`src/verilog/pcm_pkg.sv`:
```
// Package of constants and types for the power and clock manager
`default_nettype none
package pcm_pkg;
    localparam int        SLOW_CLOCK_HZ      = 32768;
    localparam int        CLOCK_HZ           = 100000000;
    // Slow clock tick period in system cycles, rounded down, at least one
    localparam int        SLOW_TICK_CYCLES   = (CLOCK_HZ / SLOW_CLOCK_HZ) < 1 ? 1
                                               : (CLOCK_HZ / SLOW_CLOCK_HZ);
    localparam int        BACKUP_RESET_TICKS = 32768;
    localparam int        OSC_DIVIDE         = 8;
    // Register byte offsets
    localparam logic [7:0] CGMR_OFFSET       = 8'h00;
    localparam logic [7:0] STATUS_OFFSET     = 8'h04;
    localparam logic [7:0] MODE_OFFSET       = 8'h08;
    localparam logic [7:0] IRQ_EN_OFFSET     = 8'h0c;
    localparam logic [7:0] WAKE_CFG_OFFSET   = 8'h10;
    // Clock generator mode register fields
    localparam int        CGMR_PRES_LSB      = 4;
    localparam int        CGMR_BYPASS_BIT    = 0;
    localparam int        CGMR_OSCEN_BIT     = 1;
    localparam int        CGMR_CSS_LSB       = 14;
    localparam int        CGMR_MUL_LSB       = 8;
    localparam int        CGMR_OSC_STARTUP_COUNT_LSB   = 16;
    localparam int        CGMR_PLL_STARTUP_COUNT_LSB  = 24;
    // Status register fields
    localparam int        STATUS_STABLE_BIT  = 0;
    localparam int        STATUS_LOCK_BIT    = 1;
    localparam int        STATUS_BKRST_BIT   = 2;
    localparam logic [31:0] CGMR_RESET       = 32'h0000_0000;
    localparam logic [1:0]  RESP_OKAY        = 2'h0;
    localparam logic [1:0]  RESP_SLVERR      = 2'h2;
    localparam logic [2:0]  PRES_MAX         = 3'h6;
    typedef enum logic [1:0] {
        PCM_CSS_SLOW,
        PCM_CSS_MAIN,
        PCM_CSS_PLL,
        PCM_CSS_RSVD
    } pcm_css_t;
    typedef enum logic [2:0] {
        PCM_MODE_NORMAL,
        PCM_MODE_IDLE,
        PCM_MODE_SLOW,
        PCM_MODE_STANDBY,
        PCM_MODE_POWER_DOWN
    } pcm_mode_t;
endpackage
`default_nettype wire

```
`src/verilog/pcm_power_clock_manager.sv`:
```
// Power and clock manager: modes, backup reset, oscillator, PLL and AXI4-Lite registers
//
// The AXI4-Lite slave port and the address map are this design's own decisions.
`default_nettype none
module pcm_power_clock_manager (
    input  wire logic        i_clock,
    input  wire logic        i_rst,
    input  wire logic        i_battery_domain_reset_pin,
    input  wire logic        i_interrupt,
    input  wire logic        i_wakeup_pin,
    input  wire logic        i_rtc_alarm,
    input  wire logic        s_axi_awvalid,
    output logic             s_axi_awready,
    input  wire logic [7:0]  s_axi_awaddr,
    input  wire logic        s_axi_wvalid,
    output logic             s_axi_wready,
    input  wire logic [31:0] s_axi_wdata,
    input  wire logic [3:0]  s_axi_wstrb,
    output logic             s_axi_bvalid,
    input  wire logic        s_axi_bready,
    output logic [1:0]       s_axi_bresp,
    input  wire logic        s_axi_arvalid,
    output logic             s_axi_arready,
    input  wire logic [7:0]  s_axi_araddr,
    output logic             s_axi_rvalid,
    input  wire logic        s_axi_rready,
    output logic [31:0]      s_axi_rdata,
    output logic [1:0]       s_axi_rresp,
    output logic             o_battery_domain_reset,
    output logic             o_osc_enable,
    output logic             o_osc_bypass,
    output logic             o_pll_enable,
    output logic [5:0]       o_pll_multiplier,
    output logic             o_pll_bypass,
    output logic [1:0]       o_clock_source_select,
    output logic [2:0]       o_prescale_shift,
    output logic             o_core_clock_enable,
    output logic             o_main_power_on,
    output logic             o_irq_osc_stable,
    output logic             o_irq_pll_lock
);
    // Slow clock tick divider
    logic [15:0] slow_div;
    logic        slow_tick;
    always_ff @(posedge i_clock) begin
        if (i_rst) begin
            slow_div  <= 16'h0000;
            slow_tick <= 1'b0;
        end else if (slow_div == 16'(pcm_pkg::SLOW_TICK_CYCLES - 1)) begin
            slow_div  <= 16'h0000;
            slow_tick <= 1'b1;
        end else begin
            slow_div  <= slow_div + 16'h0001;
            slow_tick <= 1'b0;
        end
    end

    // Backup reset stretcher
    logic [15:0] bk_count;
    always_ff @(posedge i_clock) begin
        if (i_rst) begin
            bk_count               <= 16'h0000;
            o_battery_domain_reset <= 1'b1;
        end else begin
            if (!i_battery_domain_reset_pin) begin
                bk_count               <= 16'h0000;
                o_battery_domain_reset <= 1'b1;
            end else if (o_battery_domain_reset && slow_tick) begin
                if (bk_count == 16'(pcm_pkg::BACKUP_RESET_TICKS - 1)) begin
                    o_battery_domain_reset <= 1'b0;
                end else begin
                    bk_count <= bk_count + 16'h0001;
                end
            end
        end
    end

    // Bus write channel capture
    logic        aw_held;
    logic        w_held;
    logic [7:0]  aw_addr;
    logic [31:0] w_data;
    logic [3:0]  w_strb;
    logic        wr_go;
    assign wr_go = aw_held && w_held && !s_axi_bvalid;

    always_ff @(posedge i_clock) begin
        if (i_rst) begin
            aw_held       <= 1'b0;
            w_held        <= 1'b0;
            aw_addr       <= 8'h00;
            w_data        <= 32'h0000_0000;
            w_strb        <= 4'h0;
            s_axi_awready <= 1'b0;
            s_axi_wready  <= 1'b0;
        end else begin
            s_axi_awready <= !aw_held && !s_axi_awready && s_axi_awvalid;
            s_axi_wready  <= !w_held && !s_axi_wready && s_axi_wvalid;
            if (s_axi_awvalid && s_axi_awready) begin
                aw_held <= 1'b1;
                aw_addr <= s_axi_awaddr;
            end else if (wr_go) begin
                aw_held <= 1'b0;
            end
            if (s_axi_wvalid && s_axi_wready) begin
                w_held <= 1'b1;
                w_data <= s_axi_wdata;
                w_strb <= s_axi_wstrb;
            end else if (wr_go) begin
                w_held <= 1'b0;
            end
        end
    end

    // Write response
    logic wr_map;
    assign wr_map = aw_addr[1:0] == 2'h0 && aw_addr <= pcm_pkg::WAKE_CFG_OFFSET;
    always_ff @(posedge i_clock) begin
        if (i_rst) begin
            s_axi_bvalid <= 1'b0;
            s_axi_bresp  <= pcm_pkg::RESP_OKAY;
        end else if (wr_go) begin
            s_axi_bvalid <= 1'b1;
            s_axi_bresp  <= wr_map ? pcm_pkg::RESP_OKAY : pcm_pkg::RESP_SLVERR;
        end else if (s_axi_bready) begin
            s_axi_bvalid <= 1'b0;
        end
    end

    // Full-word write data merged with byte strobes into the mode register
    logic [31:0] cgmr;
    logic [31:0] cg_new;
    always_comb begin
        for (int b = 0; b < 4; b++) begin
            cg_new[b*8 +: 8] = w_strb[b] ? w_data[b*8 +: 8] : cgmr[b*8 +: 8];
        end
    end
    logic cg_wr;
    assign cg_wr = wr_go && aw_addr == pcm_pkg::CGMR_OFFSET;

    logic       new_osc_en;
    logic [5:0] new_mul;
    logic [1:0] new_css;
    logic       osc_stable;
    logic       pll_lock;
    logic       css_ok;
    assign new_osc_en = cg_new[pcm_pkg::CGMR_OSCEN_BIT];
    assign new_mul    = cg_new[pcm_pkg::CGMR_MUL_LSB +: 6];
    assign new_css    = cg_new[pcm_pkg::CGMR_CSS_LSB +: 2];
    always_comb begin
        css_ok = 1'b1;
        if (new_css != 2'(pcm_pkg::PCM_CSS_SLOW) && !(osc_stable && new_osc_en)) begin
            css_ok = 1'b0;
        end
        if (new_css == 2'(pcm_pkg::PCM_CSS_PLL) && (new_mul == 6'h00 || !pll_lock)) begin
            css_ok = 1'b0;
        end
        if (new_css == 2'(pcm_pkg::PCM_CSS_RSVD)) begin
            css_ok = 1'b0;
        end
        if (o_clock_source_select == 2'(pcm_pkg::PCM_CSS_PLL) && new_mul == 6'h00) begin
            css_ok = 1'b0;
        end
        if (o_clock_source_select != 2'(pcm_pkg::PCM_CSS_SLOW) && !new_osc_en) begin
            css_ok = 1'b0;
        end
    end

    // oscillator off at reset; PLL off at reset
    always_ff @(posedge i_clock) begin
        if (i_rst) begin
            cgmr <= pcm_pkg::CGMR_RESET;
        end else if (cg_wr && css_ok) begin
            cgmr <= cg_new;
        end
    end

    // slow clock after reset; oscillator follows its enable unless bypassed, PLL runs for a nonzero multiplier
    always_ff @(posedge i_clock) begin
        if (i_rst) begin
            o_clock_source_select <= 2'(pcm_pkg::PCM_CSS_SLOW);
            o_prescale_shift      <= 3'h0;
            o_osc_enable          <= 1'b0;
            o_osc_bypass          <= 1'b0;
            o_pll_enable          <= 1'b0;
            o_pll_multiplier      <= 6'h00;
        end else begin
            o_clock_source_select <= cgmr[pcm_pkg::CGMR_CSS_LSB +: 2];
            o_prescale_shift <= (cgmr[pcm_pkg::CGMR_PRES_LSB +: 3] > pcm_pkg::PRES_MAX)
                                ? pcm_pkg::PRES_MAX : cgmr[pcm_pkg::CGMR_PRES_LSB +: 3];
            o_osc_bypass <= cgmr[pcm_pkg::CGMR_BYPASS_BIT];
            o_osc_enable <= cgmr[pcm_pkg::CGMR_OSCEN_BIT] && !cgmr[pcm_pkg::CGMR_BYPASS_BIT];
            // ratio is multiplier plus one; zero disables
            o_pll_multiplier <= cgmr[pcm_pkg::CGMR_MUL_LSB +: 6];
            o_pll_enable     <= cgmr[pcm_pkg::CGMR_MUL_LSB +: 6] != 6'h00;
        end
    end

    // Oscillator start-up counter
    logic [7:0] osc_count;
    logic [2:0] osc_pre;
    logic       osc_run;
    logic       osc_start;
    assign osc_start = cg_wr && css_ok && new_osc_en;
    always_ff @(posedge i_clock) begin
        if (i_rst) begin
            osc_count  <= 8'h00;
            osc_pre    <= 3'h0;
            osc_run    <= 1'b0;
            osc_stable <= 1'b0;
        end else if (cg_wr && css_ok && !new_osc_en) begin
            // clear stable at once; off until recount
            osc_run    <= 1'b0;
            osc_stable <= 1'b0;
        end else if (osc_start && !cgmr[pcm_pkg::CGMR_OSCEN_BIT]) begin
            osc_count  <= cg_new[pcm_pkg::CGMR_OSC_STARTUP_COUNT_LSB +: 8];
            osc_pre    <= 3'h0;
            osc_run    <= 1'b1;
            osc_stable <= 1'b0;
        end else if (osc_run) begin
            osc_pre <= osc_pre + 3'h1;
            if (osc_count == 8'h00) begin
                osc_run    <= 1'b0;
                osc_stable <= 1'b1;
            end else if (osc_pre == 3'(pcm_pkg::OSC_DIVIDE - 1)) begin
                osc_count <= osc_count - 8'h01;
            end
        end
    end

    // PLL start-up counter
    logic [7:0] pll_count;
    logic       pll_run;
    logic       mul_change;
    assign mul_change = cg_wr && css_ok && new_mul != cgmr[pcm_pkg::CGMR_MUL_LSB +: 6];
    always_ff @(posedge i_clock) begin
        if (i_rst) begin
            pll_count <= 8'h00;
            pll_run   <= 1'b0;
            pll_lock  <= 1'b0;
        end else if (mul_change) begin
            // clear lock and reload; count n gives n+1 ticks
            pll_count <= cg_new[pcm_pkg::CGMR_PLL_STARTUP_COUNT_LSB +: 8];
            pll_run   <= new_mul != 6'h00;
            pll_lock  <= 1'b0;
        end else if (pll_run && slow_tick) begin
            if (pll_count != 8'h00) begin
                pll_count <= pll_count - 8'h01;
            end else if (osc_stable || cgmr[pcm_pkg::CGMR_BYPASS_BIT]) begin
                // lock at zero; wait for oscillator too unless bypassed
                pll_run  <= 1'b0;
                pll_lock <= 1'b1;
            end
        end
    end

    always_ff @(posedge i_clock) begin
        if (i_rst) begin
            o_pll_bypass <= 1'b1;
        end else begin
            o_pll_bypass <= !pll_lock;
        end
    end

    // Interrupt enables and wake configuration
    logic [1:0] irq_en;
    logic [1:0] wake_cfg;
    logic [2:0] mode_req;
    logic       mode_wr;
    assign mode_wr = wr_go && aw_addr == pcm_pkg::MODE_OFFSET && w_strb[0];
    always_ff @(posedge i_clock) begin
        if (i_rst) begin
            irq_en   <= 2'h0;
            wake_cfg <= 2'h0;
        end else if (wr_go && w_strb[0]) begin
            if (aw_addr == pcm_pkg::IRQ_EN_OFFSET) begin
                irq_en <= w_data[1:0];
            end
            if (aw_addr == pcm_pkg::WAKE_CFG_OFFSET) begin
                wake_cfg <= w_data[1:0];
            end
        end
    end
    assign mode_req = w_data[2:0];

    always_ff @(posedge i_clock) begin
        if (i_rst) begin
            o_irq_osc_stable <= 1'b0;
            o_irq_pll_lock   <= 1'b0;
        end else begin
            o_irq_osc_stable <= osc_stable && irq_en[0];
            o_irq_pll_lock   <= pll_lock && irq_en[1];
        end
    end

    // Operating mode state
    pcm_pkg::pcm_mode_t mode;
    logic               wake_q;
    logic               wake_edge;
    // Bit 0 selects rising (1) or falling (0) edge; bit 1 enables alarm wake-up
    assign wake_edge = wake_cfg[0] ? (i_wakeup_pin && !wake_q) : (!i_wakeup_pin && wake_q);
    always_ff @(posedge i_clock) begin
        if (i_rst) begin
            wake_q <= 1'b0;
        end else begin
            wake_q <= i_wakeup_pin;
        end
    end

    always_ff @(posedge i_clock) begin
        if (i_rst) begin
            mode <= pcm_pkg::PCM_MODE_SLOW;
        end else begin
            unique case (mode)
                pcm_pkg::PCM_MODE_IDLE: begin
                    if (i_interrupt) begin
                        mode <= pcm_pkg::PCM_MODE_NORMAL;
                    end
                end
                pcm_pkg::PCM_MODE_STANDBY: begin
                    // standby wakes to slow clock mode
                    if (i_interrupt) begin
                        mode <= pcm_pkg::PCM_MODE_SLOW;
                    end
                end
                pcm_pkg::PCM_MODE_POWER_DOWN: begin
                    if (wake_edge || (wake_cfg[1] && i_rtc_alarm)) begin
                        mode <= pcm_pkg::PCM_MODE_SLOW;
                    end
                end
                pcm_pkg::PCM_MODE_NORMAL,
                pcm_pkg::PCM_MODE_SLOW: begin
                    if (mode_wr && mode_req <= 3'(pcm_pkg::PCM_MODE_POWER_DOWN)) begin
                        mode <= pcm_pkg::pcm_mode_t'(mode_req);
                    end
                end
                default: begin
                    mode <= pcm_pkg::PCM_MODE_SLOW;
                end
            endcase
        end
    end

    always_ff @(posedge i_clock) begin
        if (i_rst) begin
            o_core_clock_enable <= 1'b1;
            o_main_power_on     <= 1'b1;
        end else begin
            o_core_clock_enable <= mode == pcm_pkg::PCM_MODE_NORMAL
                                   || mode == pcm_pkg::PCM_MODE_SLOW;
            o_main_power_on     <= mode != pcm_pkg::PCM_MODE_POWER_DOWN;
        end
    end

    // Read channel
    logic [31:0] rd_word;
    always_comb begin
        unique case (s_axi_araddr)
            pcm_pkg::CGMR_OFFSET:     rd_word = cgmr;
            pcm_pkg::STATUS_OFFSET:   rd_word = {29'h0, o_battery_domain_reset, pll_lock,
                                                 osc_stable};
            pcm_pkg::MODE_OFFSET:     rd_word = {29'h0, mode};
            pcm_pkg::IRQ_EN_OFFSET:   rd_word = {30'h0, irq_en};
            pcm_pkg::WAKE_CFG_OFFSET: rd_word = {30'h0, wake_cfg};
            default:                  rd_word = 32'h0000_0000;
        endcase
    end

    always_ff @(posedge i_clock) begin
        if (i_rst) begin
            s_axi_arready <= 1'b0;
            s_axi_rvalid  <= 1'b0;
            s_axi_rdata   <= 32'h0000_0000;
            s_axi_rresp   <= pcm_pkg::RESP_OKAY;
        end else begin
            s_axi_arready <= s_axi_arvalid && !s_axi_arready && !s_axi_rvalid;
            if (s_axi_arvalid && s_axi_arready) begin
                s_axi_rvalid <= 1'b1;
                s_axi_rdata  <= rd_word;
                s_axi_rresp  <= (s_axi_araddr[1:0] == 2'h0
                                 && s_axi_araddr <= pcm_pkg::WAKE_CFG_OFFSET)
                                ? pcm_pkg::RESP_OKAY : pcm_pkg::RESP_SLVERR;
            end else if (s_axi_rready) begin
                s_axi_rvalid <= 1'b0;
            end
        end
    end
endmodule
`default_nettype wire
```
`config.mk`:
```
export PLATFORM = sky130hd
export DESIGN_NAME = pcm_power_clock_manager
export DESIGN_NICKNAME = d
export VERILOG_FILES = /design/src/verilog/pcm_pkg.sv /design/src/verilog/pcm_power_clock_manager.sv
export SDC_FILE = /design/constraint.sdc
export NUM_CORES = 1
export LEC_CHECK = 0
export ABC_AREA = 0
export BUFFER_PORTS_ARGS = -buffer_cell sky130_fd_sc_hd__buf_2
export CORE_MARGIN = 10
export CORE_UTILIZATION = 57
export DETAILED_ROUTE_END_ITERATION = 7
export PLACE_DENSITY = 0.77
export SLEW_MARGIN = 30
export SYNTH_ARGS = -nofsm -noshare
export SYNTH_HDL_FRONTEND = slang
export SYNTH_SLANG_ARGS = --single-unit
```
`constraint.sdc`:
```
create_clock -name i_clock -period 2.8 [get_ports i_clock]
set_input_delay 0.56 -clock i_clock [delete_from_list [all_inputs] [get_ports i_clock]]
set_output_delay 0.56 -clock i_clock [all_outputs]
set_load 0.02 [all_outputs]
```
* Word level (Yosys, flattened, before mapping) *
Cells that the tools add are included.

cells by class
  add/subtract/negate cells = 5
  multipliers = 0
  div/mod/pow operators = 0
  $lt $le $gt $ge = 4
  equal/unequal tests = 25
  shifts and indexed selects = 0
  multiplexer cells = 43
  bitwise logic cells = 4
  reductions and logical operators = 94

operators by type and width
  kind                     count
  $pmux W32 S5             1
  $mux W8                  10
  $logic_and A1 B1 Y1      36
  $add A16 B1 Y16 const B  2
  $eq A8 B4 Y1 const B     4
  $logic_not A8 Y1         3
  $reduce_bool A2 Y1       11
  $mux W1                  21
  $mux W3                  7
  $eq A16 B12 Y1 const B   1
  $eq A16 B15 Y1 const B   1
  $eq A8 B5 Y1 const B     2
  $le A8 B5 Y1 const B     2
  $reduce_and A2 Y1        8
  $sub A8 B1 Y8 const B    2
  $logic_not A1 Y1         14
  $ne A2 B2 Y1 const B     6
  $pmux W3 S4              1
  $reduce_bool A6 Y1       2
  $reduce_or A2 Y1         6
  $eq A8 B3 Y1 const B     1
  $reduce_and A4 Y1        2
  $reduce_bool A8 Y1       1
  $eq A2 B2 Y1 const B     3
  16 further kinds         28

word-level totals
  register bits after elaboration = 203
  latch bits = 0
  RAM bits = 0
  memory bits (read-only) = 0
  input bits = 63
  output and inout bits = 61
  word-level logic and storage cells = 217
  memories = 0

* Longest topological paths before layout *
Gate-level depths: netlist of the first run.

  word-level depth = 14
  gate-level depth with buffers = 9
  depth with buffers taken out = 8

* Worst setup path before layout of the first run *
OpenSTA, ideal clock, no wires.

  path kind = input to register
  start point = input s_axi_araddr[7]
  end point = register s_axi_rdata[21]
  library setup time = 65 ps
  data arrival time = 2127 ps
  data required time = 2735 ps
  path slack = 608 ps
  cell stages on the path = 7
  path through = or4_1 -> nor2_1 -> and4b_1 -> buf_2 -> buf_1 -> a22oi_1 -> nor2_1

between the ends
  cells in the longest elaborated chain, start to end = 2
  elaborated cells between the ends (all ways) = 6

RTL lines
  item                                  line                            source
  start: declaration                    pcm_power_clock_manager.sv:24   input wire logic [7:0] s_axi_araddr,
  $eq A8 B5 Y1 (tied with other cells)  pcm_power_clock_manager.sv:358  unique case (s_axi_araddr)
  $pmux W32 S5 (*)                      pcm_power_clock_manager.sv:358
  end signal: assignment                pcm_power_clock_manager.sv:379  s_axi_rdata <= rd_word;
  end: declaration                      pcm_power_clock_manager.sv:27   output logic [31:0] s_axi_rdata,

Mark *: on every way between the ends. The rest lies on a longest branch, timed or not.
A chain may end at the register's enable or synchronous reset.

* Worst setup path in the final report of the first run *
  start point = register w_strb[1]
  end point = register osc_count[7]

between the ends
  cells in the longest elaborated chain, start to end = 13
  elaborated cells between the ends (all ways) = 24

RTL lines
  item                                                                        line                                                                                            source
  start: declaration                                                          pcm_power_clock_manager.sv:83                                                                   logic [3:0] w_strb;
  start signal: assignment                                                    pcm_power_clock_manager.sv:108                                                                  w_strb <= s_axi_wstrb;
  $mux W8 (*)                                                                 pcm_power_clock_manager.sv:135                                                                  cg_new[b*8 +: 8] = w_strb[b] ? w_data[b*8 +: 8] : cgmr[b*8 +: 8];
  $logic_not A6 Y1 / $reduce_bool A2 Y1 (equally long branches)               pcm_power_clock_manager.sv:155, pcm_power_clock_manager.sv:161, pcm_power_clock_manager.sv:152
  $logic_or A1 B1 Y1 / $logic_and A1 B1 Y1 (equally long branches)            pcm_power_clock_manager.sv:155, pcm_power_clock_manager.sv:152
  $logic_and A1 B1 Y1 / $mux W1 (equally long branches)                       pcm_power_clock_manager.sv:155, pcm_power_clock_manager.sv:152
  $mux W1                                                                     pcm_power_clock_manager.sv:155                                                                  if (new_css == 2'(pcm_pkg::PCM_CSS_PLL) && (new_mul == 6'h00 || !pll_lock)) begin
  $mux W1                                                                     pcm_power_clock_manager.sv:158                                                                  if (new_css == 2'(pcm_pkg::PCM_CSS_RSVD)) begin
  $mux W1 (*)                                                                 pcm_power_clock_manager.sv:161                                                                  if (o_clock_source_select == 2'(pcm_pkg::PCM_CSS_PLL) && new_mul == 6'h00) begin
  $mux W1 (*)                                                                 pcm_power_clock_manager.sv:164                                                                  if (o_clock_source_select != 2'(pcm_pkg::PCM_CSS_SLOW) && !new_osc_en) begin
  $logic_and A1 B1 Y1 (*)                                                     pcm_power_clock_manager.sv:204, pcm_power_clock_manager.sv:211
  $logic_and A1 B1 Y1                                                         pcm_power_clock_manager.sv:204                                                                  assign osc_start = cg_wr && css_ok && new_osc_en;
  $logic_and A1 B1 Y1                                                         pcm_power_clock_manager.sv:215                                                                  end else if (osc_start && !cgmr[pcm_pkg::CGMR_OSCEN_BIT]) begin
  $ne A2 B2 Y1 (no source line) / $reduce_bool A2 Y1 (equally long branches)  n/a
  $reduce_and A4 Y1 (no source line)                                          n/a
  end signal: assignment                                                      pcm_power_clock_manager.sv:216                                                                  osc_count <= cg_new[pcm_pkg::CGMR_OSC_STARTUP_COUNT_LSB +: 8];
  end signal: assignment                                                      pcm_power_clock_manager.sv:226                                                                  osc_count <= osc_count - 8'h01;
  end: declaration                                                            pcm_power_clock_manager.sv:200                                                                  logic [7:0] osc_count;

Marked as above.

==> flow_metrics.py, run 1 <==
metrics = {
    "detailed_routing": {
        "antenna_violating_nets_post_route": 0,
        "wl_met3_mm": 1.205,
        "dr.pass1.iters": 5,
        "detailroute.wirelength.met2_mm": 9.408,
        "vias_per_cell": 5.535,
        "post-route-drc-count": 0,
        "routed_met1_length_mm": 8.697,
        "drt-total-wl_mm": 19.68,
        "detail_route.iter0.violations": 513,
        "route.top_layer_used": "met4",
        "avgRoutedWirePerCell_um": 15.62,
        "vias": 6974,
    },
    "hold_path": {
        "worstHoldPathType": "in2reg",
    },
    "finish": {
        "fillers": 1201,
        "n_antenna_cell": 0,
        "fin_area_um2": 9796,
        "drive_gt1_frac": 0.1840,
        "num-nets-final": 1133,
        "layout.cells.non_filler": 1260,
        "synthToLayoutAreaGrowth_pct": 17.20,
    },
    "sta": {
        "fin_skew_ns": 0.01031,
        "hold_viol_final": 0,
        "report.final.setup_viol": 0,
        "finalWorstPathRequiredPeriod_ns": 2.350,
        "timing.setup.tns_ns": 0,
        "max_freq_mhz": 425.5,
        "unrepaired_setup_endpoints_after_global_routing": "false",
        "max-slew-margin-rel": 0.5498,
        "post-route-worst-setup-slack_ns": 0.4497,
        "report.final.slew_viol_count": 0,
        "finalCritPeriodShare": 0.8394,
        "worst_pin_slew_ns": 0.6744,
    },
    "cts": {
        "ctsHtreeMaxLevel": 1,
        "cts.repair.resized": 0,
        "cts_made_buffers": 21,
        "cts_tree": "done",
        "post_cts_hold_buffer_count": 0,
        "clock_path_buffers": 3,
        "clk_latency_ns": 0.49,
        "clk_transition_reported_paths_ns": 0.06,
        "postCtsSetupBuffers": 0,
        "ctsRootBufferMaster": "clkbuf_16",
        "cts_num_sinks": 201,
    },
    "grt": {
        "grt-ovfl-total": 0,
        "globalRouteTotalUtil": 0.1891,
        "wire_length_of_the_first_global_routing_pass_mm": 32.42,
        "grt_pass1_vias": 6690,
        "grt_max_degree": 138,
        "antenna_violations_before_repair": 0,
    },
    "critical_path": {
        "arrival_ns": 2.70,
        "worstSetupPathType": "reg2reg",
        "critPathRequiredTime_ns": 3.15,
        "critical_path.n_buffers_inverters": 1,
        "max_stage_delay_on_crit_path_ns": 0.58,
        "endpoint_kind": "flip-flop",
        "critical_path_source_type": "flip-flop",
        "critPathTopFamily": "simple AND/OR/NAND/NOR gates",
        "slowest_stage": "and4_1",
        "path_cells": "buf_4, nor4_4, o31ai_2, and4_1, mux2i_1, a211oi_2",
        "path_max_fanout": 12,
    },
    "die": {
        "initial_core_util": 0.5795,
        "fp-row-count": 44,
        "coreArea_um2": 14420,
        "fp.dieW_um": 141.1,
        "die_area_um2": 19910,
        "die_height_um": 141.1,
        "pin_count": 124,
    },
    "placement": {
        "dp_hpwl_mm": 13.38,
        "placement.cell_area_um2": 9065,
        "place.gp.congestion": 0.8227,
        "numPlacedInstances": 1223,
        "portBuffers": 121,
        "post-place-ws_ns": 0.4659,
    },
    "logic_synthesis": {
        "yosysSeqAreaShare": 0.4814,
        "yosys_most_used_dff": "dfxtp_1",
        "async_reset_ff_frac": 0,
        "synth_largest_type_area_fraction": 0.4814,
        "synth.ff_latch_count": 201,
        "yosys-top-cells-area": "dfxtp_1 48%, nand2_1 6.8%, a21oi_1 5.4%",
        "per_instance_average_area_after_synthesis_um2": 8.752,
        "cell_taking_the_most_area_after_synthesis": "dfxtp_1",
        "synth_enable_flop_cells": 0,
        "synthesis.area_um2": 8358,
        "yosys_warnings": 0,
        "synth.lib_cells_used.distinct": 65,
        "post_synth_inst_count": 955,
    },
    "power_and_ir_drop": {
        "total_power_uw": 6047,
        "seq_power_share": 0.483,
        "p_switching_uw": 1283,
        "powerDensity_nw_per_um2": 617.3,
        "share_comb_of_total_power": 0.037,
        "power.switching_fraction": 0.2123,
        "internal-power_uw": 4763,
        "max-vdd-ir-drop_uv": 477.9,
        "p_leak_uw": 0.003730,
        "clock_power_share": 0.480,
    },
    "run": {
        "cap_viol_max_count": 0,
    },
    "outcome": {
        "run_status": "completed",
    },
}
==> sequential cells by signal (all words and copies together) (netlist names), 3 cells and up <==
name,flops
slow_div,16
aw_addr,8
w_data,32
w_strb,4
osc_count,8
osc_pre,3
o_prescale_shift,3
s_axi_rdata,32
pll_count,8
o_pll_multiplier,6
mode,3
cgmr,32
bk_count,16
==> logic make-up after synthesis <==
group	after synthesis	synth area share
mux	29	0.03862
other cells	1	0.0004487
xor+xnor	46	0.04820
fa+ha+maj	8	0.01198
compound gates	180	0.1365
buf+inv	76	0.04281
flops	201	0.4814
simple gates	414	0.2400
==> per-layer routing <==
metal | vias to the layer above | global-route usage
met5 | - | 0
met4 | 0 | 0.05435
met3 | 28 | 0.03594
met2 | 170 | 0.3175
met1 | 3237 | 0.2406
li1 | 3539 | -
==> power by group through the flow <==
stage	combinational, uW	sequential, uW	clock, uW
after global routing	245	2930	3070
after floorplan	141	2980	0
after CTS	223	2920	2940
after detailed placement	221	2990	0
after global placement	219	2980	0
final	222	2920	2900
==> synth_stat cells (all sizes together) (14+ instances only) <==
cell,number
a211oi,18
a21oi,91
a22oi,29
clkbuf,43
dfxtp,201
inv,20
mux2i,21
nand2,151
nand3,57
nor2,90
nor2b,21
nor3,14
o21ai,15
xnor2,30
xor2,16
==> placed cells by master, fill, tap and decap left out, types with 3 or more instances in the layout <==
master / instances
and3_1: 9
bufinv_16: 3
buf_4: 18
nor3_1: 14
nand4_1: 9
nand3_1: 57
nor4b_1: 3
a21oi_1: 91
a211oi_1: 15
a22oi_1: 29
nor4_1: 11
nand2b_1: 7
nand2_1: 151
or3_1: 6
a31oi_1: 3
nor3b_1: 8
o21a_1: 3
clkbuf_16: 21
and2_1: 3
nor2_1: 90
clkinv_2: 4
ha_1: 8
a211oi_2: 3
clkbuf_8: 5
and4_1: 3
nand4b_1: 4
nand3b_1: 3
dfxtp_1: 201
nor2b_1: 21
o21ai_0: 13
or4_1: 4
inv_1: 20
buf_2: 120
xnor2_1: 30
mux2_2: 6
o211ai_1: 4
xor2_1: 16
mux2i_1: 21
==> per-stage QoR <==
step	hold slack, ns	util
final	0.3062	0.6791
after CTS	0.2974	0.6791
after global routing	0.3061	0.6791
after floorplan	0.3894	-
after global placement	0.4337	0.6285
after detailed placement	0.4467	0.6285
==> layout make-up <==
class	count	area, um^2	share of cell area
Sequential cell	201	4024	0.4108
Multi-Input combinational cell	679	3980	0.4063
Timing Repair Buffer	139	755.7	0.07715
Clock buffer	28	601.8	0.06144
Tap cell	184	230.2	0.02350
Clock inverter	9	128.9	0.01316
Inverter	20	75.07	0.007664
==> final timing paths <==
kind	depth (start not counted)	endpoint	from	slack, ns
hold / removal	3	w_data[27]$_SDFFE_PP0P_	s_axi_wdata[27]	0.31
setup / recovery	6	osc_count[7]$_SDFFE_PP0P_	w_strb[1]$_SDFFE_PP0P_	0.45
setup reg to reg	6	osc_count[7]$_SDFFE_PP0P_	w_strb[1]$_SDFFE_PP0P_	0.45
hold reg to reg	1	s_axi_arready$_SDFF_PP0_	s_axi_rvalid$_SDFFE_PP0P_	0.45
==> worst register-to-register path: stages, from the launching register on <==
cell and delay [ns]:
dfxtp_1 0.50, buf_4 0.23, nor4_4 0.07, o31ai_2 0.50, and4_1 0.58, mux2i_1 0.28
a211oi_2 0.06
No activity file was read; power rests on OpenSTA's default activity.
==> inputs of run 2 (changes only) <==
--- a/config.mk
+++ b/config.mk
@@ -5,12 +5,12 @@
 export SDC_FILE = /design/constraint.sdc
 export NUM_CORES = 1
 export LEC_CHECK = 0
-export ABC_AREA = 0
+export ABC_AREA = 1
 export BUFFER_PORTS_ARGS = -buffer_cell sky130_fd_sc_hd__buf_2
 export CORE_MARGIN = 10
 export CORE_UTILIZATION = 57
 export DETAILED_ROUTE_END_ITERATION = 7
-export PLACE_DENSITY = 0.77
+export PLACE_DENSITY = 0.76
 export SLEW_MARGIN = 30
 export SYNTH_ARGS = -nofsm -noshare
 export SYNTH_HDL_FRONTEND = slang
==> constraint.sdc (replaced) <==
create_clock -name i_clock -period 2.17 [get_ports i_clock]
set_input_delay 0.434 -clock i_clock [delete_from_list [all_inputs] [get_ports i_clock]]
set_output_delay 0.434 -clock i_clock [all_outputs]
set_load 0.02 [all_outputs]
==> run 2 against run 1 <==
Largest cell class is now multi-input combinational cells. Total power increased by 32%. Non-clock buffer count increased by 3. Clock power increased by 25%. Utilization increased by 0.34 points. Sequential share of layout area decreased by 2.3 points. Sequential power increased by 32%. Synthesized cell count increased by 26%.
==> flow_metrics.py, run 2 <==
metrics = {
    "outcome": {
        "run_status": "completed",
    },
    "sta": {
        "fin_skew_ns": 0.01385,
        "max-slew-margin-rel": 0.5961,
        "report.final.slew_viol_count": 0,
        "max_freq_mhz": 496.1,
        "worst_pin_slew_ns": 0.6058,
        "hold_viol_final": 0,
        "finalWorstPathRequiredPeriod_ns": 2.016,
        "finalCritPeriodShare": 0.9288,
        "report.final.setup_viol": 0,
        "timing.setup.tns_ns": 0,
        "post-route-worst-setup-slack_ns": 0.1545,
    },
    "logic_synthesis": {
        "async_reset_ff_frac": 0,
        "cell_taking_the_most_area_after_synthesis": "dfxtp_1",
        "synth_commonest_cells": "215 x nand2_1, 201 x dfxtp_1, 162 x nor2_1",
        "synthesis.area_um2": 8851,
        "synth_enable_flop_cells": 0,
        "post_synth_inst_count": 1201,
        "synth.ff_latch_count": 201,
        "yosys.cell_count.top_type": "nand2_1",
        "yosys_most_used_dff": "dfxtp_1",
        "yosysSeqAreaShare": 0.4546,
        "yosys_warnings": 0,
        "per_instance_average_area_after_synthesis_um2": 7.370,
        "synth_largest_type_area_fraction": 0.4546,
        "yosys-top-cells-area": "dfxtp_1 45%, nand2_1 9.1%, o21ai_0 8.1%",
        "synth.lib_cells_used.distinct": 48,
    },
    "grt": {
        "grt_pass1_vias": 7755,
        "globalRouteTotalUtil": 0.2147,
        "grt_max_degree": 72,
        "wire_length_of_the_first_global_routing_pass_mm": 37.38,
        "antenna_violations_before_repair": 0,
        "grt-ovfl-total": 0,
    },
    "finish": {
        "fillers": 1293,
        "final_core_util": 0.6826,
        "final_cell_mix": "214 x nand2_1, 200 x dfxtp_1, 160 x nor2_1",
        "largest_registers": "cgmr (32), s_axi_rdata (32), w_data (32)",
        "synthToLayoutAreaGrowth_pct": 17.23,
        "num-nets-final": 1386,
        "drive_gt1_frac": 0.1654,
        "n_antenna_cell": 0,
        "fin_area_um2": 10380,
        "layout.cells.most_common": "nand2_1",
    },
    "detailed_routing": {
        "avgRoutedWirePerCell_um": 14.89,
        "drt-total-wl_mm": 22.61,
        "vias_per_cell": 5.339,
        "vias": 8104,
        "antenna_violating_nets_post_route": 0,
        "dr.pass1.iters": 6,
        "post-route-drc-count": 0,
        "detail_route.iter0.violations": 514,
    },
    "cts": {
        "clk_latency_ns": 0.50,
        "clock_path_buffers": 3,
        "ctsRootBufferMaster": "clkbuf_16",
        "cts_num_sinks": 201,
        "cts_tree": "done",
        "cts_made_buffers": 22,
        "ctsHtreeMaxLevel": 1,
        "clk_transition_reported_paths_ns": 0.06,
    },
    "hold_path": {
        "worstHoldPathType": "in2reg",
    },
    "critical_path": {
        "critPathRequiredTime_ns": 2.60,
        "max_stage_delay_on_crit_path_ns": 0.31,
        "endpoint_kind": "flip-flop",
        "arrival_ns": 2.44,
        "worstSetupPathType": "reg2reg",
        "critical-path-top-cell-by-count": "nor2_1",
        "critical_path_source_type": "flip-flop",
        "path_max_fanout": 10,
        "slowest_stage": "dfxtp_1",
        "path_cells": "inv_1, nand2_1, nor2_2, inv_1, nor2_1, nand3b_2, nor2_8, nand3_4, nand2_4, nand2_4, inv_2, nor2_1, nor2_1",
    },
    "power_and_ir_drop": {
        "max-vdd-ir-drop_uv": 533.9,
        "p_leak_uw": 0.004341,
        "powerDensity_nw_per_um2": 766.6,
    },
    "placement": {
        "place.gp.congestion": 0.8899,
        "portBuffers": 121,
        "dp_hpwl_mm": 15.77,
        "post-place-ws_ns": 0.1237,
        "placement.cell_area_um2": 9637,
    },
    "run": {
        "cap_viol_max_count": 0,
    },
    "die": {
        "fp.dieW_um": 144.6,
        "fp-row-count": 45,
        "pin_count": 124,
        "initial_core_util": 0.5822,
        "coreArea_um2": 15200,
        "die_area_um2": 20910,
        "die_height_um": 144.6,
    },
}
==> run 2: layout make-up <==
cell class                 count  area [um^2]  share of cell area
tap                          188        235.2             0.02267
clock inverter                 2        10.01           0.0009647
sequential                   201         4025              0.3879
clock buffer                  37        698.2             0.06729
timing repair buffer         142        825.8             0.07959
multi-input combinational    821         4101              0.3953
inverter                     127        480.5             0.04630
==> run 2: worst paths after layout <==
check                                            endpoint                 startpoint  depth (start not counted)  slack (ns)
worst max-delay path            osc_count[4]$_SDFFE_PP0P_    aw_addr[0]$_SDFFE_PP0P_                         13        0.15
worst min-delay path              s_axi_wready$_SDFF_PP0_               s_axi_wvalid                          3        0.16
worst max register to register  osc_count[4]$_SDFFE_PP0P_    aw_addr[0]$_SDFFE_PP0P_                         13        0.15
worst min register to register   s_axi_arready$_SDFF_PP0_  s_axi_rvalid$_SDFFE_PP0P_                          1        0.44
==> run 2: layer usage <==
layer,part of all wire,GRT usage,up-vias
li1,-,-,4166
met1,0.46,0.2813,3711
met2,0.46,0.3544,196
met3,0.061,0.04296,31
met4,0.017,0.05213,0
met5,0,0,-
==> run 2: worst max-delay path: cells and delay by family, from the launching register on <==
family,cells,cell delay [ns]
DFF,1,0.31
and+or+nand+nor,10,1.36
buffers and inverters,3,0.24
==> run 2: metrics by stage <==
| stage | power (uW) | std cells | hold slack, ns |
|---|---|---|---|
| 2_1_floorplan | 4223 | 1202 | 0.4133 |
| 3_3_place_gp | 4400 | 1479 | 0.4207 |
| 3_5_place_dp | 4409 | 1479 | 0.4305 |
| 4_1_cts | 8005 | 1518 | 0.1459 |
| 5_1_grt | 8225 | 1518 | 0.1483 |
| 6_report | 7954 | 1518 | 0.1583 |
==> run 2: power breakdown <==
| part | leakage (uW) | switching (uW) | internal [uW] |
|---|---|---|---|
| combinational | 0.00236 | 330 | 173 |
| clock | 0.000350 | 1440 | 2180 |
| sequential | 0.00163 | 56.9 | 3780 |
| total | 0.00434 | 1830 | 6130 |
==> run 2: timing repair <==
action | in CTS | in global routing
resized for setup | 0 | 7
hold buffers | 0 | 0
setup buffers | 0 | 0
endpoints found under the setup margin | 0 | 30
endpoints found under the hold margin | 0 | 0
==> run 2: cell families (layout without fill, tap and decap cells) <==
group | Yosys count | in the layout | synth area share
compound gates | 287 | 287 | 0.1719
xor+xnor | 20 | 20 | 0.01979
fa+ha+maj | 8 | 8 | 0.01131
simple gates | 504 | 504 | 0.2561
other cells | 1 | 2 | 0.0004237
flops | 201 | 201 | 0.4546
buf+inv | 180 | 308 | 0.08581
==> inputs of run 3 (changes only) <==
--- a/config.mk
+++ b/config.mk
@@ -8,9 +8,10 @@
 export ABC_AREA = 1
 export BUFFER_PORTS_ARGS = -buffer_cell sky130_fd_sc_hd__buf_2
 export CORE_MARGIN = 10
-export CORE_UTILIZATION = 57
+export CORE_UTILIZATION = 60
 export DETAILED_ROUTE_END_ITERATION = 7
-export PLACE_DENSITY = 0.76
+export PLACE_DENSITY = 0.8
+export RECOVER_POWER = 25
 export SLEW_MARGIN = 30
 export SYNTH_ARGS = -nofsm -noshare
 export SYNTH_HDL_FRONTEND = slang
==> constraint.sdc (replaced) <==
create_clock -name i_clock -period 2.4 [get_ports i_clock]
set_input_delay 0.48 -clock i_clock [delete_from_list [all_inputs] [get_ports i_clock]]
set_output_delay 0.48 -clock i_clock [all_outputs]
set_load 0.02 [all_outputs]
==> run 3 against run 2 <==
The run now ends with max-capacitance violations, max-slew violations left. Routed wire length down 3.5%. Die area down 4.3%. Final cell count down 0.86%. Worst hold slack better by 0.051 ns. Register-to-register slack better by 0.04 ns. Utilization up 2.0 points. Sequential cell count unchanged. Maximum frequency down 8.7%. Count of clock-buffer cells in the layout down 6. Final area down 2.0%. Sequential power down 9.6%. Largest power group unchanged. Highest routed layer unchanged.
==> flow_metrics.py, run 3 (synthesis results as in run 2) <==
metrics = {
    "placement": {
        "placement.cell_area_um2": 9553,
        "portBuffers": 121,
        "place.gp.congestion": 0.9151,
        "dp_hpwl_mm": 15.63,
        "numPlacedInstances": 1468,
        "post-place-ws_ns": 0.1512,
    },
    "critical_path": {
        "critical_path_source_type": "flip-flop",
        "ff2ff_setup_slack_ns": 0.19,
        "critical_path.reg2reg.endpoint": "cgmr[25]$_SDFFE_PP0N_",
        "r2r_cells": 10,
        "arrival_ns": 2.58,
        "regToRegStartpoint": "w_held$_SDFFE_PP0P_",
        "endpoint_kind": "flip-flop",
        "worstSetupPathType": "reg2reg",
        "critPathRequiredTime_ns": 2.78,
        "endpoint": "cgmr[25]$_SDFFE_PP0N_",
        "cp-startpoint": "w_held$_SDFFE_PP0P_",
        "path_max_fanout": 21,
    },
    "power_and_ir_drop": {
        "powerDensity_nw_per_um2": 692.5,
        "share_comb_of_total_power": 0.062,
        "p_leak_uw": 0.004190,
        "power.switching_fraction": 0.2323,
        "max-vdd-ir-drop_uv": 519.1,
        "internal-power_uw": 5405,
        "clock_power_share": 0.445,
        "total_power_uw": 7041,
        "seq_power_share": 0.493,
        "p_switching_uw": 1636,
    },
    "finish": {
        "fin_area_um2": 10170,
        "n_antenna_cell": 0,
        "layout.cells.non_filler": 1505,
        "drive_gt1_frac": 0.1431,
        "synthToLayoutAreaGrowth_pct": 14.87,
        "final_cell_mix": "215 x nand2_1, 200 x dfxtp_1, 162 x nor2_1",
        "num-nets-final": 1378,
        "layout.cells.most_common": "nand2_1",
        "largest_registers": "cgmr (32), s_axi_rdata (32), w_data (32)",
    },
    "grt": {
        "antenna_violations_before_repair": 0,
        "grt_pass1_vias": 7618,
        "grt-ovfl-total": 0,
        "grt_max_degree": 68,
        "wire_length_of_the_first_global_routing_pass_mm": 36.54,
        "globalRouteTotalUtil": 0.2093,
    },
    "run": {
        "cap_viol_max_count": 1,
    },
    "cts": {
        "postCtsSetupBuffers": 0,
        "clk_latency_ns": 0.49,
        "cts_made_buffers": 21,
        "clock_path_buffers": 3,
        "cts_tree": "done",
        "cts_num_sinks": 201,
        "ctsRootBufferMaster": "clkbuf_16",
        "clk_transition_reported_paths_ns": 0.06,
        "ctsHtreeMaxLevel": 1,
    },
    "die": {
        "fp-row-count": 44,
        "die_height_um": 141.5,
        "fp.dieW_um": 141.5,
        "coreArea_um2": 14480,
        "pin_count": 124,
        "die_area_um2": 20010,
        "initial_core_util": 0.6113,
    },
    "outcome": {
        "run_status": "complete, but fails checks",
        "violations": "max-capacitance violations, max-slew violations",
    },
    "detailed_routing": {
        "detail_route.iter0.violations": 539,
        "vias_per_cell": 5.355,
        "dr.pass1.iters": 4,
        "avgRoutedWirePerCell_um": 14.49,
        "drt-total-wl_mm": 21.81,
        "post-route-drc-count": 0,
        "vias": 8060,
        "antenna_violating_nets_post_route": 0,
    },
    "hold_path": {
        "whs_path_depth": 3,
        "worstHoldPathType": "in2reg",
    },
    "sta": {
        "post-route-worst-setup-slack_ns": 0.1922,
        "report.final.setup_viol": 0,
        "timing.setup.tns_ns": 0,
        "hold_viol_final": 0,
        "finalWorstPathRequiredPeriod_ns": 2.208,
        "max_freq_mhz": 452.9,
        "worst_pin_slew_ns": 2.112,
        "fin_skew_ns": 0.009813,
        "finalCritPeriodShare": 0.9199,
        "max-slew-margin-rel": -0.4078,
        "report.final.slew_viol_count": 39,
        "unrepaired_setup_endpoints_after_global_routing": "false",
    },
}
==> run 3: cell count changes in the layout (fill, tap and decap cells not counted), moves of 3 or more <==
cell / previous run / this run
buf_12: 5 / 2
buf_2: 121 / 105
buf_4: 16 / 8
clkbuf_1: 7 / 24
clkbuf_8: 7 / 4
==> run 3: worst max-delay path, cell delays in order, from the launching register on <==
cell     delay [ns]
dfxtp_1        0.37
nand2_1        0.08
nor2_2         0.21
inv_1          0.19
nor2_1         0.22
nand3_2        0.15
nor2_8         0.22
nand2_4        0.21
buf_12         0.22
o21ai_0        0.17
a21oi_1        0.05
==> run 3: metrics by stage <==
stage,utilization,hold slack [ns]
after floorplan,-,0.4133
after global placement,0.6598,0.4219
after detailed placement,0.6598,0.4241
after CTS,0.7052,0.1994
after global routing,0.7022,0.2106
final,0.7022,0.2095
==> run 3: final cells by class <==
type | instances | area [um^2]
clock buffer | 31 | 603.1
fill | 1226 | 4312
clock inverter | 6 | 55.05
timing repair buffer | 135 | 703.2
inverter | 127 | 479.2
tap | 184 | 230.2
sequential | 201 | 4025
multi-input combinational | 821 | 4071
==> run 3: routing by layer <==
layer,up-vias,track usage,part of all wire
met5,-,0,0
met4,0,0.03873,0.016
met3,29,0.04806,0.068
met2,233,0.3383,0.45
met1,3662,0.2816,0.46
li1,4136,-,-
==> run 3: worst min path at each step <==
| stage | start | to | slack [ns] |
|---|---|---|---|
| detailed placement | s_axi_arready$_SDFF_PP0_ | s_axi_arready$_SDFF_PP0_ | 0.42 |
| floorplan | pll_lock$_SDFFE_PP0P_ | o_pll_bypass$_SDFF_PP1_ | 0.41 |
| finish | s_axi_awvalid | s_axi_awready$_SDFF_PP0_ | 0.21 |
| global placement | s_axi_arready$_SDFF_PP0_ | s_axi_arready$_SDFF_PP0_ | 0.42 |
| CTS | s_axi_awvalid | s_axi_awready$_SDFF_PP0_ | 0.20 |
| global route | s_axi_awvalid | s_axi_awready$_SDFF_PP0_ | 0.21 |
==> run 3: timing repair <==
item,in CTS,in global routing
hold buffers,0,0
resized for setup,0,1
setup endpoints to repair,0,21
==> run 3: power groups by stage <==
stage | clock network, uW | logic, uW | registers [uW]
global placement | 0 | 429 | 3540
CTS | 3170 | 439 | 3470
global route | 3290 | 489 | 3480
detailed placement | 0 | 438 | 3540
finish | 3130 | 437 | 3470
floorplan | 0 | 255 | 3560
